<file path="config.mk">
export PLATFORM = sky130hd
export DESIGN_NAME = touch_reset_sleep_mode_control
export DESIGN_NICKNAME = d
export VERILOG_FILES = /design/src/touch_ctrl_pkg.sv /design/src/reset_input_sync.sv /design/src/touch_reset_sleep_mode_control.sv
export VERILOG_INCLUDE_DIRS = /design/src
export SDC_FILE = /design/constraint.sdc
export NUM_CORES = 1
export LEC_CHECK = 0
export ABC_CLOCK_PERIOD_IN_PS = 3700
export BUFFER_PORTS_ARGS = -buffer_cell sky130_fd_sc_hd__buf_2
export CORE_ASPECT_RATIO = 0.5
export CORE_MARGIN = 5
export CORE_UTILIZATION = 39
export DETAILED_ROUTE_END_ITERATION = 16
export MAX_ROUTING_LAYER = met4
export PLACE_DENSITY = 0.67
export SKIP_CTS_REPAIR_TIMING = 1
export SLEW_MARGIN = 5
export SYNTH_ARGS = -nofsm -noshare
export SYNTH_HDL_FRONTEND = slang
export SYNTH_HIERARCHICAL = 1
export SYNTH_SLANG_ARGS = --single-unit
</file>
<file path="constraint.sdc">
create_clock -name i_core_clk -period 3.7 [get_ports i_core_clk]
set_input_delay 0.185 -clock i_core_clk [delete_from_list [all_inputs] [get_ports i_core_clk]]
set_output_delay 0.185 -clock i_core_clk [all_outputs]
set_load 0.1 [all_outputs]
</file>
<file path="src/touch_ctrl_consts.svh">
// Named constants for the touch reset, sleep and pin-function control block.
// Assumes a 250 MHz core clock; every time is kept in its own unit beside its cycle count.
`ifndef TOUCH_CTRL_CONSTS_SVH
`define TOUCH_CTRL_CONSTS_SVH

`define CORE_CLK_MHZ          250
`define SENSE_PIN_COUNT       16
`define CYC_CNT_W             25

// Time from reset release until the device counts as settled
`define POWER_SETTLE_MS       100
`define POWER_SETTLE_CYC      (`POWER_SETTLE_MS * 1000 * `CORE_CLK_MHZ)

// Sensing period options, fastest first; the values are plain defaults
`define SCAN_PERIOD0_US       1000
`define SCAN_PERIOD1_US       5000
`define SCAN_PERIOD2_US       10000
`define SCAN_PERIOD3_US       20000
`define SCAN_PERIOD0_CYC      (`SCAN_PERIOD0_US * `CORE_CLK_MHZ)
`define SCAN_PERIOD1_CYC      (`SCAN_PERIOD1_US * `CORE_CLK_MHZ)
`define SCAN_PERIOD2_CYC      (`SCAN_PERIOD2_US * `CORE_CLK_MHZ)
`define SCAN_PERIOD3_CYC      (`SCAN_PERIOD3_US * `CORE_CLK_MHZ)

`define SYNC_ASSERTED         2'b00
`define PINS_CLEAR            16'h0000
`define CNT_ZERO              25'h000_0000
`define CNT_ONE               25'h000_0001

`endif

</file>
<file path="src/touch_ctrl_pkg.sv">
// Types shared by the touch reset, sleep and pin-function control block.
// Assumes the constants header is included by every user of this package.
`default_nettype none

package touch_ctrl_pkg;

    typedef enum logic [3:0] {
        ST_RESET  = 4'b0001,
        ST_SETTLE = 4'b0010,
        ST_RUN    = 4'b0100,
        ST_SLEEP  = 4'b1000
    } pwr_state_t;

    typedef enum logic [1:0] {
        PERIOD_FASTEST = 2'b00,
        PERIOD_FAST    = 2'b01,
        PERIOD_SLOW    = 2'b10,
        PERIOD_SLOWEST = 2'b11
    } scan_period_t;

    // Drive of the sixteen sense pins; led_oe high sinks the pin low
    typedef struct packed {
        logic [15:0] touch_en;
        logic [15:0] led_out;
        logic [15:0] led_oe;
    } sense_pin_drive_t;

    // Reset and clock controls handed to the rest of the device
    typedef struct packed {
        logic sys_rst_n;
        logic i2c_rst_n;
        logic sys_clk_en;
        logic ready;
    } core_ctrl_t;

endpackage : touch_ctrl_pkg

`default_nettype wire

</file>
<file path="src/reset_input_sync.sv">
// Two-stage synchroniser for the reset pin and the supply monitor flag.
// Assumes both inputs are asynchronous to the core clock; the POR resets it.
`default_nettype none
`include "touch_ctrl_consts.svh"

module reset_input_sync (
    input  wire logic       i_core_clk,
    input  wire logic       i_rst_n,
    input  wire logic [1:0] i_async,
    output logic      [1:0] o_sync
);

    logic [1:0] meta_r;

    // Resets to the asserted level so a reset source never glitches inactive
    always_ff @(posedge i_core_clk) begin
        if (!i_rst_n) begin
            meta_r <= `SYNC_ASSERTED;
            o_sync <= `SYNC_ASSERTED;
        end else begin
            meta_r <= i_async;
            o_sync <= meta_r;
        end
    end

endmodule : reset_input_sync

`default_nettype wire

</file>
<file path="src/touch_reset_sleep_mode_control.sv">
// Reset combining, sleep control, sensing-period timing and sense pin function select.
// Assumes control bits come from the I2C register file on the same clock and that
// the reset pin and supply monitor flag are asynchronous.
`default_nettype none
`include "touch_ctrl_consts.svh"

module touch_reset_sleep_mode_control
    import touch_ctrl_pkg::*;
#(
    parameter int P_SETTLE_CYC  = `POWER_SETTLE_CYC,
    parameter int P_PERIOD0_CYC = `SCAN_PERIOD0_CYC,
    parameter int P_PERIOD1_CYC = `SCAN_PERIOD1_CYC,
    parameter int P_PERIOD2_CYC = `SCAN_PERIOD2_CYC,
    parameter int P_PERIOD3_CYC = `SCAN_PERIOD3_CYC
) (
    input  wire logic             i_core_clk,
    input  wire logic             i_rst_n,
    input  wire logic             i_ext_rst_pin_n,
    input  wire logic             i_supply_ok,
    input  wire logic             i_sleep_req,
    input  wire scan_period_t     i_scan_period,
    input  wire logic [15:0]      i_led_mode,
    input  wire logic [15:0]      i_led_pwm,
    input  wire logic [15:0]      i_touch_raw,
    output core_ctrl_t            o_core,
    output logic                  o_rst_pin_pullup_en,
    output logic                  o_scan_tick,
    output logic [15:0]           o_touch_out,
    output sense_pin_drive_t      o_pin
);

    logic [1:0]            src_sync;
    logic                  any_rst;
    pwr_state_t            state_r;
    pwr_state_t            state_nxt;
    logic [`CYC_CNT_W-1:0] settle_cnt_r;
    logic [`CYC_CNT_W-1:0] scan_cnt_r;
    logic [`CYC_CNT_W-1:0] scan_len;
    logic                  settle_done;
    logic                  scan_wrap;
    logic                  running;

    reset_input_sync u_sync (
        .i_core_clk (i_core_clk),
        .i_rst_n    (i_rst_n),
        .i_async    ({i_supply_ok, i_ext_rst_pin_n}),
        .o_sync     (src_sync)
    );

    // Any source holds reset; release is a plain clocked state change
    assign any_rst = !i_rst_n || !src_sync[1] || !src_sync[0];

    // Pull-up stays on so a floating pin reads inactive
    always_ff @(posedge i_core_clk) begin
        o_rst_pin_pullup_en <= 1'b1;
    end

    assign settle_done = (settle_cnt_r == P_SETTLE_CYC[`CYC_CNT_W-1:0] - `CNT_ONE);

    always_comb begin
        state_nxt = state_r;
        unique case (state_r)
            ST_RESET: begin
                state_nxt = ST_SETTLE;
            end
            ST_SETTLE: begin
                if (settle_done) begin
                    state_nxt = ST_RUN;
                end
            end
            ST_RUN: begin
                if (i_sleep_req) begin
                    state_nxt = ST_SLEEP;
                end
            end
            ST_SLEEP: begin
                if (!i_sleep_req) begin
                    state_nxt = ST_RUN;
                end
            end
        endcase
    end

    always_ff @(posedge i_core_clk) begin
        if (any_rst) begin
            state_r <= ST_RESET;
        end else begin
            state_r <= state_nxt;
        end
    end

    // Settling counter; runs once per reset and then parks
    always_ff @(posedge i_core_clk) begin
        if (any_rst || state_r != ST_SETTLE) begin
            settle_cnt_r <= `CNT_ZERO;
        end else if (!settle_done) begin
            settle_cnt_r <= settle_cnt_r + `CNT_ONE;
        end
    end

    // Reset outputs; the I2C slave is released with the system but ignores sleep
    always_ff @(posedge i_core_clk) begin
        if (any_rst) begin
            o_core <= '0;
        end else begin
            o_core.sys_rst_n  <= 1'b1;
            o_core.i2c_rst_n  <= 1'b1;
            o_core.sys_clk_en <= (state_nxt == ST_RUN) || (state_nxt == ST_SETTLE);
            o_core.ready      <= (state_nxt == ST_RUN) || (state_nxt == ST_SLEEP);
        end
    end

    // Sensing period select; a change applies to the period in progress, wrapping at once if the count already passes it
    always_comb begin
        scan_len = P_PERIOD0_CYC[`CYC_CNT_W-1:0];
        unique case (i_scan_period)
            PERIOD_FASTEST: scan_len = P_PERIOD0_CYC[`CYC_CNT_W-1:0];
            PERIOD_FAST:    scan_len = P_PERIOD1_CYC[`CYC_CNT_W-1:0];
            PERIOD_SLOW:    scan_len = P_PERIOD2_CYC[`CYC_CNT_W-1:0];
            PERIOD_SLOWEST: scan_len = P_PERIOD3_CYC[`CYC_CNT_W-1:0];
        endcase
    end

    assign running   = (state_r == ST_RUN);
    assign scan_wrap = (scan_cnt_r >= scan_len - `CNT_ONE);

    // Scan timer is held at zero in sleep and restarts from zero on wake
    always_ff @(posedge i_core_clk) begin
        if (any_rst || !running) begin
            scan_cnt_r <= `CNT_ZERO;
        end else if (scan_wrap) begin
            scan_cnt_r <= `CNT_ZERO;
        end else begin
            scan_cnt_r <= scan_cnt_r + `CNT_ONE;
        end
    end

    always_ff @(posedge i_core_clk) begin
        if (any_rst) begin
            o_scan_tick <= 1'b0;
        end else begin
            o_scan_tick <= running && scan_wrap && !i_sleep_req;
        end
    end

    // Touch result is taken per scan; LED pins are masked out
    always_ff @(posedge i_core_clk) begin
        if (any_rst) begin
            o_touch_out <= `PINS_CLEAR;
        end else if (running && scan_wrap) begin
            o_touch_out <= i_touch_raw & ~i_led_mode;
        end
    end

    // Per-pin function: at most one of touch enable or LED sink can be active
    genvar gi;
    generate
        for (gi = 0; gi < `SENSE_PIN_COUNT; gi++) begin : g_pin
            always_ff @(posedge i_core_clk) begin
                if (any_rst || state_nxt != ST_RUN) begin
                    o_pin.touch_en[gi] <= 1'b0;
                    o_pin.led_oe[gi]   <= 1'b0;
                    o_pin.led_out[gi]  <= 1'b0;
                end else begin
                    o_pin.touch_en[gi] <= !i_led_mode[gi];
                    o_pin.led_oe[gi]   <= i_led_mode[gi] && i_led_pwm[gi];
                    o_pin.led_out[gi]  <= 1'b0;
                end
            end
        end
    endgenerate

endmodule : touch_reset_sleep_mode_control

`default_nettype wire

</file>
==> load_flow_metrics.sql, run 1 <==
INSERT INTO impl_metrics (metric_group, metric, value, unit) VALUES
('timing', 'max_slew_margin', '27.5', '%'),
('route', 'firstDrtPassIters', '5', ''),
('timing', 'drv_slew', '0', ''),
('clock_tree', 'clk_transition_reported_paths', '0.07', 'ns'),
('route', 'route.detailed.vias_per_inst', '4.78', ''),
('clock_tree', 'cts.root.buffer_cell', 'clkbuf_16', ''),
('timing', 'rsz0062_at_grt', 'no', ''),
('global_route', 'via_count_of_the_first_global_routing_pass', '3763', ''),
('synth', 'synth.cell_area', '4950', 'sq um'),
('placed_design', 'place_inst', '809', ''),
('min_path', 'holdCritPathClass', 'primary input to flip-flop', ''),
('route', 'detail_route.wirelength', '11300', 'um'),
('synth', 'synth_seq_cells', '110', ''),
('timing', 'timing.final.crit_share', '80.2', '%'),
('timing', 'worst_slack', '0.733', 'ns'),
('timing', 'worst_hold_slack', '0.0129', 'ns'),
('clock_tree', 'clk_path_buf_depth', '2', ''),
('finish', 'filler_instances', '1208', ''),
('clock_tree', 'cts_buffers', '9', ''),
('critical_path', 'critical-path-max-stage-delay', '0.57', 'ns'),
('timing', 'timing.final.crit_period', '2.97', 'ns'),
('critical_path', 'setup_crit_path_kind', 'primary input to flip-flop', ''),
('placed_design', 'placement.cell_area', '5560', 'sq um'),
('clock_tree', 'tritoncts', 'built', ''),
('synth', 'postSynthCellCount', '550', ''),
('clock_tree', 'clock-sinks', '110', ''),
('synth', 'yosysUniqueCellTypes', '52', ''),
('critical_path', 'crit_fanout', '13', ''),
('route', 'drt_drc_violations_left', '0', ''),
('global_route', 'grt_pass1_wl', '18300', 'um'),
('critical_path', 'endpoint_class_of_the_critical_path', 'flip-flop', ''),
('timing', 'totalNegativeSetupSlack', '0', 'ns'),
('floorplan', 'fp.coreArea', '12600', 'sq um'),
('finish', 'final-instance-count-excl-fill', '826', ''),
('critical_path', 'critical_path_startpoint', 'i_scan_period[1]', ''),
('critical_path', 'cp_slowest_cell', 'a2111o_1', ''),
('critical_path', 'cell_chain_critical_path', 'buf_2, inv_1, ha_1, inv_1, or3_1, a21o_1, ha_1, a21oi_1, o21ai_1, a2111o_1, buf_4, o31ai_1, buf_4, o211ai_1', ''),
('clock_tree', 'h-tree-depth', '3', ''),
('timing', 'tightest_slew', '1.08', 'ns'),
('route', 'route.detailed.wl_per_inst', '13.6', 'um'),
('route', 'final_antenna_net_count', '0', ''),
('global_route', 'grt_overflow_total', '0', ''),
('timing', 'timing.final.setup_violations', '0', ''),
('critical_path', 'worst-endpoint-arrival', '3.19', 'ns'),
('synth', 'synthesis.area_per_instance', '9.00', 'sq um'),
('floorplan', 'die_area', '15200', 'sq um'),
('power_and_ir_drop', 'peakVddDrop', '0.210', 'mV'),
('floorplan', 'floorplan.die.height', '89.7', 'um'),
('finish', 'final_core_utilization', '46.7', '%'),
('placed_design', 'count_of_buffers_inserted_at_the_top_level_ports', '107', ''),
('floorplan', 'die_w', '169', 'um'),
('synth', 'syn_warnings', '6', ''),
('finish', 'drive_gt1_share', '20.4', '%'),
('finish', 'layout_common_cells', '110 x dfxtp_1, 107 x buf_2, 68 x nor2_1', ''),
('placed_design', 'pre_cts_ws', '0.384', 'ns'),
('global_route', 'number_of_antenna_violations_at_the_first_check_in_global_routing', '0', ''),
('flow_run', 'maxCapViolations', '0', ''),
('floorplan', 'pin_count', '125', ''),
('power_and_ir_drop', 'fin_total_pwr', '2.28', 'mW'),
('global_route', 'grt_use_total', '15.3', '%'),
('clock_tree', 'clkLatencyLatePin', '0.34', 'ns'),
('power_and_ir_drop', 'leakage_power_total', '2.46', 'nW'),
('timing', 'fmax', '0.337', 'GHz'),
('finish', 'design_area', '5860', 'sq um'),
('synth', 'post_synth_edffs', '0', ''),
('outcome', 'result_of_the_run', 'complete, no violations', ''),
('route', 'routed-via-count', '3947', ''),
('power_and_ir_drop', 'power-per-cell-area', '390', 'nW/um^2'),
('floorplan', 'std_cell_rows', '29', ''),
('finish', 'mostFrequentLayoutCell', 'dfxtp_1', ''),
('finish', 'num_antenna_cells', '0', '');
[per-layer routing]
metal | global-route usage [%] | share of wire (%) | up-vias
li1 | - | - | 2064
met1 | 17.3 | 43 | 1819
met2 | 27.4 | 52 | 54
met3 | 4.55 | 3.4 | 10
met4 | 3.65 | 1.3 | 0
met5 | - | 0 | -
[cells by family (layout without fill, tap and decap cells)]
family | after synthesis | after routing | share of synthesized area [%]
AND/OR/NAND/NOR | 260 | 260 | 27.1
flip-flops | 110 | 110 | 44.5
buffers and inverters | 57 | 147 | 6.27
AO/OA/AOI/OAI | 47 | 47 | 6.62
XOR/XNOR | 43 | 43 | 7.61
adder cells (fa/ha/maj) | 29 | 29 | 7.33
other | 2 | 18 | 0.152
multiplexers | 2 | 2 | 0.404
[worst max-delay path, delay by kind of cell]
kind | cells | cell delay (ns)
AND/OR/NAND/NOR | 1 | 0.36
AO/OA/AOI/OAI | 6 | 1.39
buffers and inverters | 5 | 0.88
adder cells (fa/ha/maj) | 2 | 0.37
[area by class of cell]
type	instances	area, sq um	share of cell area, %
Tap cell	170	213	3.63
Clock inverter	1	30.0	0.512
Inverter	17	63.8	1.09
Timing Repair Buffer	115	601	10.2
Clock buffer	14	254	4.33
Multi-Input combinational cell	399	2500	42.6
Sequential cell	110	2200	37.6
[state kept, by name, summed over array words and instances (netlist names)]
register       flops
scan_cnt_r        25
o_touch_out       16
u_sync/o_sync      2
o_pin             32
state_r            4
u_sync/meta_r      2
o_scan_tick        1
o_core             3
settle_cnt_r      25
[path summary, 6_finish.rpt]
kind | end | slack (ns) | cells past startpoint
min | o_pin[37]$_SDFF_PP0_ | 0.01 | 2
max reg2reg | o_pin[0]$_SDFF_PP0_ | 1.18 | 6
min reg2reg | u_sync/o_sync[0]$_SDFF_PN0_ | 0.43 | 1
max | o_touch_out[11]$_SDFFE_PN0P_ | 0.73 | 14
[where the power goes]
group / switching, mW / internal (mW) / total, mW
Combinational: 0.114 / 0.0375 / 0.152
Clock: 0.404 / 0.541 / 0.945
Sequential: 0.000694 / 1.19 / 1.19
[synthesized netlist by cell type (2+ instances only)]
cell | instances | share of area, %
a21o_1 | 3 | 0.45
nor4_1 | 10 | 1.3
xnor2_1 | 28 | 5.0
ha_1 | 29 | 7.3
buf_6 | 2 | 0.45
xor2_1 | 15 | 2.7
a21oi_1 | 11 | 1.1
nor3_1 | 16 | 1.6
or4_1 | 15 | 2.3
o31ai_1 | 2 | 0.30
nor2b_1 | 6 | 0.76
o311ai_0 | 7 | 1.2
o211ai_1 | 11 | 1.7
dfxtp_1 | 110 | 44
and2_1 | 5 | 0.63
clkbuf_1 | 16 | 1.2
or3_1 | 4 | 0.51
and3_1 | 20 | 2.5
or2_2 | 2 | 0.25
conb_1 | 2 | 0.15
nand3_1 | 22 | 2.2
o21ai_0 | 5 | 0.51
nand2_1 | 53 | 4.0
inv_1 | 16 | 1.2
nand2b_1 | 11 | 1.4
nor2_1 | 68 | 5.2
buf_2 | 2 | 0.20
mux2i_1 | 2 | 0.40
buf_4 | 18 | 2.7
nor4b_1 | 2 | 0.35
nor2_2 | 3 | 0.38
and4_1 | 6 | 1.1
nand4_1 | 9 | 1.1
Power figures use the tool's default switching activity.
==> inputs of run 2 (changes only) <==
--- a/config.mk
+++ b/config.mk
@@ -6,14 +6,15 @@
 export SDC_FILE = /design/constraint.sdc
 export NUM_CORES = 1
 export LEC_CHECK = 0
-export ABC_CLOCK_PERIOD_IN_PS = 3700
+export ABC_AREA = 1
+export ABC_CLOCK_PERIOD_IN_PS = 3050
 export BUFFER_PORTS_ARGS = -buffer_cell sky130_fd_sc_hd__buf_2
 export CORE_ASPECT_RATIO = 0.5
 export CORE_MARGIN = 5
 export CORE_UTILIZATION = 39
 export DETAILED_ROUTE_END_ITERATION = 16
 export MAX_ROUTING_LAYER = met4
-export PLACE_DENSITY = 0.67
+export PLACE_DENSITY = 0.66
 export SKIP_CTS_REPAIR_TIMING = 1
 export SLEW_MARGIN = 5
 export SYNTH_ARGS = -nofsm -noshare
==> constraint.sdc (replaced) <==
create_clock -name i_core_clk -period 3.05 [get_ports i_core_clk]
set_input_delay 0.1525 -clock i_core_clk [delete_from_list [all_inputs] [get_ports i_core_clk]]
set_output_delay 0.1525 -clock i_core_clk [all_outputs]
set_load 0.1 [all_outputs]
==> load_flow_metrics.sql, run 2 <==
INSERT INTO impl_metrics (metric_group, metric, value, unit) VALUES
('outcome', 'result_of_the_run', 'complete, but fails checks', ''),
('outcome', 'violations', 'negative hold slack', ''),
('finish', 'drive_gt1_share', '18.6', '%'),
('synth', 'synth.area.top_cells', 'dfxtp_1 42%, nand2_1 11%, nor2_1 10%', ''),
('floorplan', 'std_cell_rows', '29', ''),
('critical_path', 'worst_r2r_setup_slack', '1.03', 'ns'),
('synth', 'synth_seq_cells', '110', ''),
('route', 'final_antenna_net_count', '0', ''),
('finish', 'finalNetCount', '912', ''),
('timing', 'worst_slack', '0.939', 'ns'),
('timing', 'fmax', '0.474', 'GHz'),
('placed_design', 'pre_cts_ws', '0.550', 'ns'),
('global_route', 'grt_use_total', '14.3', '%'),
('timing', 'max_slew_margin', '54.5', '%'),
('timing', 'finalHoldViolCount', '1', ''),
('route', 'route.met2.wl', '5360', 'um'),
('clock_tree', 'clkLatencyLatePin', '0.34', 'ns'),
('timing', 'totalNegativeSetupSlack', '0', 'ns'),
('critical_path', 'crit_buf_inv', '4', ''),
('route', 'detail_route.wirelength', '11300', 'um'),
('power_and_ir_drop', 'net-switching-power', '0.650', 'mW'),
('clock_tree', 'tritoncts', 'built', ''),
('critical_path', 'critical-path-max-stage-delay', '0.28', 'ns'),
('power_and_ir_drop', 'power.switching_fraction', '23.0', '%'),
('timing', 'timing.final.crit_period', '2.11', 'ns'),
('timing', 'drv_slew', '0', ''),
('synth', 'postSynthCellCount', '705', ''),
('floorplan', 'floorplan.die.height', '91.9', 'um'),
('clock_tree', 'h-tree-depth', '3', ''),
('min_path', 'timing.hold.worst_endpoint', 'u_sync/meta_r[0]$_SDFF_PN0_', ''),
('finish', 'final-instance-count-excl-fill', '1003', ''),
('placed_design', 'count_of_buffers_inserted_at_the_top_level_ports', '107', ''),
('power_and_ir_drop', 'clock_power_share', '41.5', '%'),
('power_and_ir_drop', 'power-per-cell-area', '450', 'nW/um^2'),
('critical_path', 'cell_chain_critical_path', 'buf_2, inv_1, ha_1, inv_1, nor3_1, o31ai_1, ha_1, nand2_1, nor2_1, nand3_1, nor2_1, nor2_2, nand4_2, buf_4, nor3b_1', ''),
('clock_tree', 'clk_transition_reported_paths', '0.07', 'ns'),
('synth', 'ys_top_cells_by_count', '152 x nand2_1, 141 x nor2_1, 110 x dfxtp_1', ''),
('synth', 'syn_warnings', '6', ''),
('power_and_ir_drop', 'fin_total_pwr', '2.83', 'mW'),
('clock_tree', 'cts_buffers', '9', ''),
('finish', 'filler_instances', '1294', ''),
('route', 'firstDrtPassIters', '4', ''),
('global_route', 'via_count_of_the_first_global_routing_pass', '4056', ''),
('clock_tree', 'cts.root.buffer_cell', 'clkbuf_16', ''),
('route', 'drt_drc_violations_left', '0', ''),
('flow_run', 'maxCapViolations', '0', ''),
('route', 'route.detailed.vias_per_inst', '4.40', ''),
('critical_path', 'ff2ff_path_depth', '11', ''),
('placed_design', 'gp_routability_congestion', '0.896', ''),
('timing', 'timing.final.setup_violations', '0', ''),
('global_route', 'grt_overflow_total', '0', ''),
('power_and_ir_drop', 'p_int', '2.18', 'mW'),
('clock_tree', 'clk_path_buf_depth', '2', ''),
('synth', 'post_synth_edffs', '0', ''),
('min_path', 'worst_hold_startpoint', 'i_ext_rst_pin_n', ''),
('route', 'route.detailed.wl_per_inst', '11.3', 'um'),
('critical_path', 'critPathTopFamily', 'simple AND/OR/NAND/NOR gates', ''),
('finish', 'layout_common_cells', '152 x nand2_1, 141 x nor2_1, 110 x dfxtp_1', ''),
('synth', 'synth.cell_area', '5230', 'sq um'),
('timing', 'tightest_slew', '0.682', 'ns'),
('route', 'initialDrtViolationCount', '183', ''),
('route', 'route.layer.met1.wl', '5310', 'um'),
('synth', 'yosysSeqAreaShare', '42.1', '%'),
('synth', 'synthesis.area_per_instance', '7.42', 'sq um'),
('critical_path', 'endpoint_class_of_the_critical_path', 'flip-flop', ''),
('power_and_ir_drop', 'peakVddDrop', '0.278', 'mV'),
('global_route', 'grt_pass1_wl', '18600', 'um'),
('power_and_ir_drop', 'power.share.sequential', '50.9', '%'),
('power_and_ir_drop', 'p_comb_share', '7.6', '%'),
('placed_design', 'dpl.hpwl', '8580', 'um'),
('route', 'routed-via-count', '4414', ''),
('critical_path', 'setup_crit_path_kind', 'primary input to flip-flop', ''),
('floorplan', 'die_w', '174', 'um'),
('critical_path', 'critical_path_required', '3.31', 'ns'),
('placed_design', 'place_inst', '972', ''),
('critical_path', 'cp_slowest_cell', 'buf_4', ''),
('critical_path', 'worst_r2r_endpoint', 'scan_cnt_r[14]$_SDFF_PP0_', ''),
('synth', 'post_synth_top_flop', 'dfxtp_1', ''),
('floorplan', 'fp.coreArea', '12900', 'sq um'),
('synth', 'post-synth-top-area-fraction', '42.1', '%'),
('finish', 'area.growth.synth_to_final', '20.3', '%'),
('global_route', 'grt_max_degree', '34', ''),
('route', 'uppermost_signal_routing_layer_after_detailed_routing', 'met4', ''),
('critical_path', 'critical_path.startpoint_type', 'primary input', ''),
('timing', 'worst_hold_slack', '-0.00440', 'ns'),
('floorplan', 'initial_utilization', '40.6', '%'),
('synth', 'yosysUniqueCellTypes', '42', ''),
('global_route', 'number_of_antenna_violations_at_the_first_check_in_global_routing', '0', ''),
('min_path', 'worstHoldPathCells', '3', ''),
('synth', 'synth_area_leader_cell', 'dfxtp_1', ''),
('finish', 'num_antenna_cells', '0', ''),
('timing', 'rsz0062_at_grt', 'no', ''),
('floorplan', 'die_area', '16000', 'sq um'),
('finish', 'flip_flop_count_of_the_largest_register_all_copies_and_words_added', '32', ''),
('power_and_ir_drop', 'leakage_power_total', '2.93', 'nW'),
('finish', 'mostFrequentLayoutCell', 'nand2_1', ''),
('min_path', 'holdCritPathClass', 'primary input to flip-flop', ''),
('floorplan', 'pin_count', '125', ''),
('synth', 'synth_async_sr_flop_share', '0', '%'),
('clock_tree', 'clock-sinks', '110', ''),
('critical_path', 'crit-reg2reg-launch', 'scan_cnt_r[20]$_SDFF_PP0_', ''),
('timing', 'timing.final.crit_share', '69.2', '%'),
('route', 'detailroute.wirelength.met3', '489', 'um'),
('critical_path', 'worst-endpoint-arrival', '2.37', 'ns'),
('timing', 'skew', '0.00759', 'ns'),
('critical_path', 'crit_fanout', '16', ''),
('synth', 'yosysMostFrequentCell', 'nand2_1', '');
-- run 2: cell types whose count changed after synthesis, sizes merged, moves of 7 or more --
cell / change
nand2: +104
inv: +74
nand3: +17
and3: -19
o311ai: -7
or4: -16
nor2: +82
nor4: -10
xnor2: -22
nor3b: +8
clkbuf: -14
a21oi: +13
nand2b: -11
o211ai: -11
-- run 2: worst max path at each step --
stage / from / endpoint / slack (ns) / cells past startpoint
4_1_cts: i_scan_period[1] / scan_cnt_r[22]$_SDFF_PP0_ / 0.92 / 16
6_report: i_scan_period[1] / scan_cnt_r[14]$_SDFF_PP0_ / 0.94 / 15
2_1_floorplan: i_scan_period[1] / o_touch_out[0]$_SDFFE_PN0P_ / 1.13 / 16
3_3_place_gp: i_scan_period[1] / scan_cnt_r[22]$_SDFF_PP0_ / 0.65 / 16
3_5_place_dp: i_scan_period[1] / scan_cnt_r[22]$_SDFF_PP0_ / 0.55 / 16
5_1_grt: i_scan_period[1] / scan_cnt_r[22]$_SDFF_PP0_ / 0.65 / 16
-- run 2: power groups by stage --
stage / clock, mW / combinational (mW) / sequential, mW
after floorplan: 0 / 0.158 / 1.47
after global placement: 0 / 0.196 / 1.47
after detailed placement: 0 / 0.198 / 1.47
after CTS: 1.22 / 0.199 / 1.44
after global routing: 1.28 / 0.233 / 1.44
final: 1.18 / 0.215 / 1.44
-- run 2: cells by family (layout without fill, tap and decap cells) --
group | after synthesis | count (layout) | synth area share (%)
other cells | 2 | 18 | 0.144
buf+inv | 121 | 233 | 10.8
xor+xnor | 16 | 16 | 2.68
compound gates | 37 | 37 | 3.80
simple gates | 390 | 390 | 33.6
flops | 110 | 110 | 42.1
fa+ha+maj | 29 | 29 | 6.94
-- run 2: layer usage --
layer / GRT usage, % / vias up
li1: - / 2391
met1: 18.0 / 1925
met3: 3.74 / 14
met5: - / -
met4: 3.36 / 0
met2: 23.4 / 84
-- run 2: layout make-up --
| cell class | instances | area (sq um) | share of cell area [%] |
|---|---|---|---|
| multi-input combinational | 490 | 2530 | 40.1 |
| sequential | 110 | 2200 | 35.0 |
| timing repair buffer | 124 | 701 | 11.1 |
| inverter | 93 | 349 | 5.55 |
| clock buffer | 13 | 260 | 4.14 |
| tap | 170 | 213 | 3.38 |
| clock inverter | 3 | 42.5 | 0.676 |
-- run 2: per-stage QoR --
step / area, sq um / utilization, %
finish: 6290 / 48.9
global route: 6290 / 48.9
CTS: 6140 / 47.7
detailed placement: 5840 / 45.3
global placement: 5840 / 45.3
floorplan: 5290 / -
-- run 2: worst register-to-register path, cell delays in order, from the launching register on --
cell and delay (ns):
dfxtp_1 0.43, ha_1 0.30, nand2_1 0.10, inv_1 0.04
nand2_1 0.05, nand2_1 0.05, nand2_1 0.05, nand2_1 0.07
nor2_2 0.17, nand4_2 0.22, buf_4 0.28, nor3b_1 0.19
